## src/core/otmon_regs.vh

```
`ifndef OTMON_REGS_VH
`define OTMON_REGS_VH
// temperature sample width, signed whole degrees celsius
`define OTMON_TEMP_W        8
// thermal state encoding
`define OTMON_ST_W          2
`define OTMON_ST_NORMAL     2'h0
`define OTMON_ST_WARNING    2'h1
`define OTMON_ST_FAULT      2'h2
// thresholds in degrees celsius
`define OTMON_WARN_ENTER    8'sh46
`define OTMON_WARN_EXIT     8'sh41
`define OTMON_FAULT_ENTER   8'sh50
`define OTMON_FAULT_EXIT    8'sh4B
// reset value of the reported temperature
`define OTMON_TEMP_RESET    8'h00
// reset values of the acquisition gate and the event pulse
`define OTMON_ALLOW_RESET   1'h1
`define OTMON_EVENT_RESET   1'h0
`endif

```

## src/core/otmon_monitor.v

```verilog
// What this block does
// - the latest sensor temperature is held and offered to software.
// - thermal state is exactly one of normal, warning or fault.
// - below 70 degrees with no other transition, state stays normal, acquisition allowed.
// - above 70 and up to 80 degrees normal becomes warning; acquisition continues.
// - warning returns to normal only once temperature drops below 65 degrees.
// - above 80 degrees state becomes fault and acquisition is suspended.
// - in fault acquisition stays suspended until temperature falls below 75 degrees.
// - with monitoring enabled, each state change on a sample raises one event pulse; a reset raises none.
`timescale 1ns/1ps
`include "otmon_regs.vh"

module otmon_monitor
(
    // clock and reset
    input  wire                       clk,
    input  wire                       reset,
    // sensor sample, taken when valid is high
    input  wire [`OTMON_TEMP_W-1:0]   sensor_temp,
    input  wire                       sensor_valid,
    // monitoring control
    input  wire                       thermal_watch_enable,
    // status towards software and acquisition logic
    output reg  [`OTMON_TEMP_W-1:0]   current_temp,
    output reg  [`OTMON_ST_W-1:0]     thermal_state,
    output reg                        acquisition_allowed,
    output reg                        thermal_state_change_event
);

    // state codes of the thermal state machine
    localparam [`OTMON_ST_W-1:0]   ST_NORMAL      = `OTMON_ST_NORMAL;
    localparam [`OTMON_ST_W-1:0]   ST_WARNING     = `OTMON_ST_WARNING;
    localparam [`OTMON_ST_W-1:0]   ST_FAULT       = `OTMON_ST_FAULT;

    // thresholds in whole degrees, always compared strictly
    localparam [`OTMON_TEMP_W-1:0] WARN_ENTER     = `OTMON_WARN_ENTER;
    localparam [`OTMON_TEMP_W-1:0] WARN_EXIT      = `OTMON_WARN_EXIT;
    localparam [`OTMON_TEMP_W-1:0] FAULT_ENTER    = `OTMON_FAULT_ENTER;
    localparam [`OTMON_TEMP_W-1:0] FAULT_EXIT     = `OTMON_FAULT_EXIT;

    // values loaded while reset is held
    localparam [`OTMON_TEMP_W-1:0] TEMP_AT_RESET  = `OTMON_TEMP_RESET;
    localparam                     ALLOW_AT_RESET = `OTMON_ALLOW_RESET;
    localparam                     EVENT_AT_RESET = `OTMON_EVENT_RESET;

    // next values of every registered output
    reg  [`OTMON_ST_W-1:0]         next_thermal_state;
    reg  [`OTMON_TEMP_W-1:0]       next_current_temp;
    reg                            next_acquisition_allowed;
    reg                            next_thermal_state_change_event;

    // sample strobe and threshold crossings of the present sample
    wire                           sample_taken;
    wire                           over_fault_enter;
    wire                           over_warn_enter;
    wire                           under_fault_exit;
    wire                           under_warn_exit;
    wire                           state_moves;

    // signed compare helper, a strictly above b
    function above;
        input [`OTMON_TEMP_W-1:0] a;
        input [`OTMON_TEMP_W-1:0] b;
        begin
            above = ($signed(a) > $signed(b));
        end
    endfunction

    // cycles without a valid sample leave everything but the event pulse as it is
    assign sample_taken = sensor_valid;

    // strict comparisons, so a sample equal to a threshold does not cross that threshold
    assign over_fault_enter = above(sensor_temp, FAULT_ENTER);
    assign over_warn_enter  = above(sensor_temp, WARN_ENTER);
    assign under_fault_exit = above(FAULT_EXIT, sensor_temp);
    assign under_warn_exit  = above(WARN_EXIT, sensor_temp);

    // state transitions driven by each new sample
    always @*
    begin
        next_thermal_state = thermal_state;
        if (sample_taken)
        begin
            case (thermal_state)
                ST_NORMAL:
                begin
                    if (over_fault_enter)
                    begin
                        next_thermal_state = ST_FAULT;
                    end
                    else if (over_warn_enter)
                    begin
                        next_thermal_state = ST_WARNING;
                    end
                    else
                    begin
                        next_thermal_state = ST_NORMAL;
                    end
                end
                ST_WARNING:
                begin
                    if (over_fault_enter)
                    begin
                        next_thermal_state = ST_FAULT;
                    end
                    else if (under_warn_exit)
                    begin
                        next_thermal_state = ST_NORMAL;
                    end
                    else
                    begin
                        next_thermal_state = ST_WARNING;
                    end
                end
                ST_FAULT:
                begin
                    if (under_fault_exit)
                    begin
                        next_thermal_state = ST_WARNING;
                    end
                    else
                    begin
                        next_thermal_state = ST_FAULT;
                    end
                end
                default:
                begin
                    next_thermal_state = ST_NORMAL;
                end
            endcase
        end
    end

    // any difference between next and present state is a change
    assign state_moves = (next_thermal_state != thermal_state);

    // software readable temperature follows every accepted sample
    always @*
    begin
        next_current_temp = current_temp;
        if (sample_taken)
        begin
            next_current_temp = sensor_temp;
        end
    end

    // acquisition is held off exactly while the machine sits in fault
    always @*
    begin
        if (next_thermal_state == ST_FAULT)
        begin
            next_acquisition_allowed = 1'h0;
        end
        else
        begin
            next_acquisition_allowed = 1'h1;
        end
    end

    // one pulse per change; changes while disabled are never reported later
    always @*
    begin
        if (thermal_watch_enable && state_moves)
        begin
            next_thermal_state_change_event = 1'h1;
        end
        else
        begin
            next_thermal_state_change_event = 1'h0;
        end
    end

    // thermal state register, normal out of reset
    always @(posedge clk)
    begin
        if (reset)
        begin
            thermal_state <= ST_NORMAL;
        end
        else
        begin
            thermal_state <= next_thermal_state;
        end
    end

    // reported temperature register
    always @(posedge clk)
    begin
        if (reset)
        begin
            current_temp <= TEMP_AT_RESET;
        end
        else
        begin
            current_temp <= next_current_temp;
        end
    end

    // acquisition gate register, open out of reset
    always @(posedge clk)
    begin
        if (reset)
        begin
            acquisition_allowed <= ALLOW_AT_RESET;
        end
        else
        begin
            acquisition_allowed <= next_acquisition_allowed;
        end
    end

    // event register; reset drops a pending pulse
    always @(posedge clk)
    begin
        if (reset)
        begin
            thermal_state_change_event <= EVENT_AT_RESET;
        end
        else
        begin
            thermal_state_change_event <= next_thermal_state_change_event;
        end
    end

endmodule // otmon_monitor

```

## config.mk

```make
export PLATFORM = sky130hd
export DESIGN_NAME = otmon_monitor
export DESIGN_NICKNAME = d
export VERILOG_FILES = /design/src/core/otmon_monitor.v
export VERILOG_INCLUDE_DIRS = /design/src /design/src/core
export SDC_FILE = /design/constraint.sdc
export NUM_CORES = 1
export LEC_CHECK = 0
export ABC_AREA = 1
export BUFFER_PORTS_ARGS = -buffer_cell sky130_fd_sc_hd__buf_2
export CORE_AREA = 2 2 39 41
export CTS_BUF_LIST = sky130_fd_sc_hd__clkbuf_2
export DETAILED_ROUTE_END_ITERATION = 10
export DIE_AREA = 0 0 41 43
export PLACE_DENSITY = 0.82
export SYNTH_ARGS = -nofsm -noshare
export SYNTH_HDL_FRONTEND = slang
export SYNTH_SLANG_ARGS = --single-unit
```

## constraint.sdc

```tcl
create_clock -name clk -period 1.4 [get_ports clk]
set_clock_uncertainty 0.2 [all_clocks]
set_input_delay 0.42 -clock clk [delete_from_list [all_inputs] [get_ports clk]]
set_output_delay 0.42 -clock clk [all_outputs]
set_load 0.03 [all_outputs]
```

==> results.yml <==
synthesis:
  yosysUniqueCellTypes: 14
  synth_edf_count: 0
  ys_warn_count: 0
  synth_async_sr_flop_share: 0
  synth_nets: 100
  synthTopCellsByCount: "nand2_1, inv_1, dfxtp_1"
  synth-seq-cells: 12
  ys.flop_type: "dfxtp_1"
  synth_top_area_cell: "dfxtp_1"
  synth_area_um2: 586
  synth_most_common_cell: "nand2_1"
  syn-instance-count: 88
  ys_seq_area_frac: 0.410
  synth_area_leaders: "dfxtp_1, nand2_1, inv_1, a21oi_1, nand3_1"
  avgSynthCellArea_um2: 6.65
  synth_top_area_frac: 0.410
placed_design:
  port-buffer-count: 23
  hpwl_mm: 1.03
  place.gp.congestion: 0.752
  dp_slack_ns: -0.186
timing:
  slew_headroom: 0.823
  slew_violations: 0
  fmax_mhz: 703
  rsz0062_at_grt: "true"
  setup_ws_ns: -0.0234
  hold_viol: 0
  period_minus_slack_ns: 1.42
  period_share: 1.02
  worst_pin_slew_ns: 0.265
  setup_violations: 2
run_status:
  violations: "negative setup slack"
  status: "complete, but fails checks"
global_routing:
  grt_pass1_vias: 608
  antenna_found_initial: 0
  globalRoute.totalOverflow: 0
  use_met3: 0.0314
  grt_util_all_layers: 0.192
  top_usage_layer: "met2"
  grtUsageMet1: 0.217
  grt_max_degree: 14
  grt_pass1_wl_mm: 2.27
  use_met2: 0.313
floorplanning:
  fp.dieArea_um2: 1760
  rows: 14
  initial_utilization: 0.423
  coreArea_um2: 1380
  io_pins: 24
  chipWidth_um: 41
  die_y_um: 43
routing:
  first_pass_iters: 4
  wirelength_mm: 1.56
  via_count: 705
  wl_per_cell_um: 11.6
  drt_iter0_drc: 11
  vias_per_cell: 5.22
  drcViolationCount: 0
  antenna_left: 0
clock_network:
  cts_max_level: 1
  cts.sinks: 12
  path_clk_slew_ns: 0.10
  cts_buffer_depth: 2
  cts_hold_buf: 0
  cts_tree: "built"
  cts-root-buf: "clkbuf_2"
  clock_latency_ns: 0.27
  cts_made_buffers: 3
final_layout:
  drive_gt1_frac: 0.437
  area_delta_synth_final_pct: 53.4
  fillCellCount: 122
  utilization: 0.649
  final_net_count: 133
  multi_input_area_um2: 309
  antenna_cells: 0
  seq_area_um2: 258
critical_path:
  cp_data_arrival_time_ns: 0.80
  cp_cell_sequence: "buf_6"
  crit_buf_inv: 1
  crit_type: "flop to output port"
  crit_path_end_kind: "output port"
  crit_required_ns: 0.78
  start_kind: "flop"
  r2r_cells: 7
  cp.depth: 1
  slowest_delay_ns: 0.40
  cp_slowest_cell: "dfxtp_4"
  critical_path.top_delay_family: "flip-flops"
  r2r_slack_ns: 0.06
  critPathMaxFanout: 5
worst_hold_path:
  holdPathStages: 2
  min_path_type: "primary input to flop"
pwr:
  power_leakage_nw: 0.451
  ir_worst_vdd_mv: 0.543
  power_density_nw_per_um2: 860
job:
  cap_violations: 0
layout by cell type, fill, tap and decap left out, drive strengths merged:
cell	instances
clkbuf	3
a21oi	9
buf	30
inv	13
o21ai	9
nand3	9
nor2	12
nor3	1
dfxtp	12
nand4	3
nand2	18
layer usage:
metal | share of wire | vias to the layer above | wire [um]
li1 | - | 351 | -
met1 | 0.40 | 324 | 624
met2 | 0.51 | 23 | 800
met3 | 0.055 | 7 | 86
met4 | 0.034 | 0 | 53
met5 | 0 | - | 0
logic make-up after synthesis:
kind of cell / Yosys count / share of synthesized area
compound gates: 18 / 0.154
buf+inv: 15 / 0.105
flops: 12 / 0.410
simple gates: 43 / 0.331
final timing paths:
kind                                        from                   to
worst max-delay path            thermal_state[0]     thermal_state[0]
worst min-delay path                       reset     thermal_state[0]
worst max register to register  thermal_state[1]  acquisition_allowed
worst min register to register   current_temp[5]      current_temp[5]
sequential cells by signal (all words and copies together) (netlist names):
register and cells:
current_temp 8, thermal_state 2, acquisition_allowed 1, thermal_state_change_event 1
area by class of cell:
| type | count | share of cell area |
|---|---|---|
| Tap cell | 16 | 0.0223 |
| Timing Repair Buffer | 30 | 0.276 |
| Inverter | 13 | 0.0543 |
| Sequential cell | 12 | 0.287 |
| Multi-Input combinational cell | 61 | 0.344 |
| Clock buffer | 3 | 0.0167 |
where the power goes:
part           internal [mW]  total [mW]  switching (mW)
Clock                 0.0584       0.167           0.108
Sequential             0.365       0.382          0.0163
Combinational         0.0950       0.224           0.129
Total                  0.519       0.772           0.254
timing repair:
item / CTS / global route
pin swaps: 0 / 2
endpoints found under the setup margin: 10 / 14
buffers inserted: 1 / 0
gates cloned: 0 / 0
resized for setup: 14 / 28
per-stage QoR:
stage / cells / hold slack, ns / cell area, um2 / total power [mW] / TNS, ns
floorplan: 88 / 0.286 / 587 / 0.497 / 0
global placement: 131 / 0.305 / 767 / 0.565 / -0.552
detailed placement: 131 / 0.304 / 767 / 0.569 / -0.647
CTS: 135 / 0.132 / 826 / 0.747 / -0.0166
global route: 135 / 0.119 / 898 / 0.809 / -0.140
finish: 135 / 0.128 / 898 / 0.772 / -0.0324
Note: power is estimated with default switching activity, not from simulation.
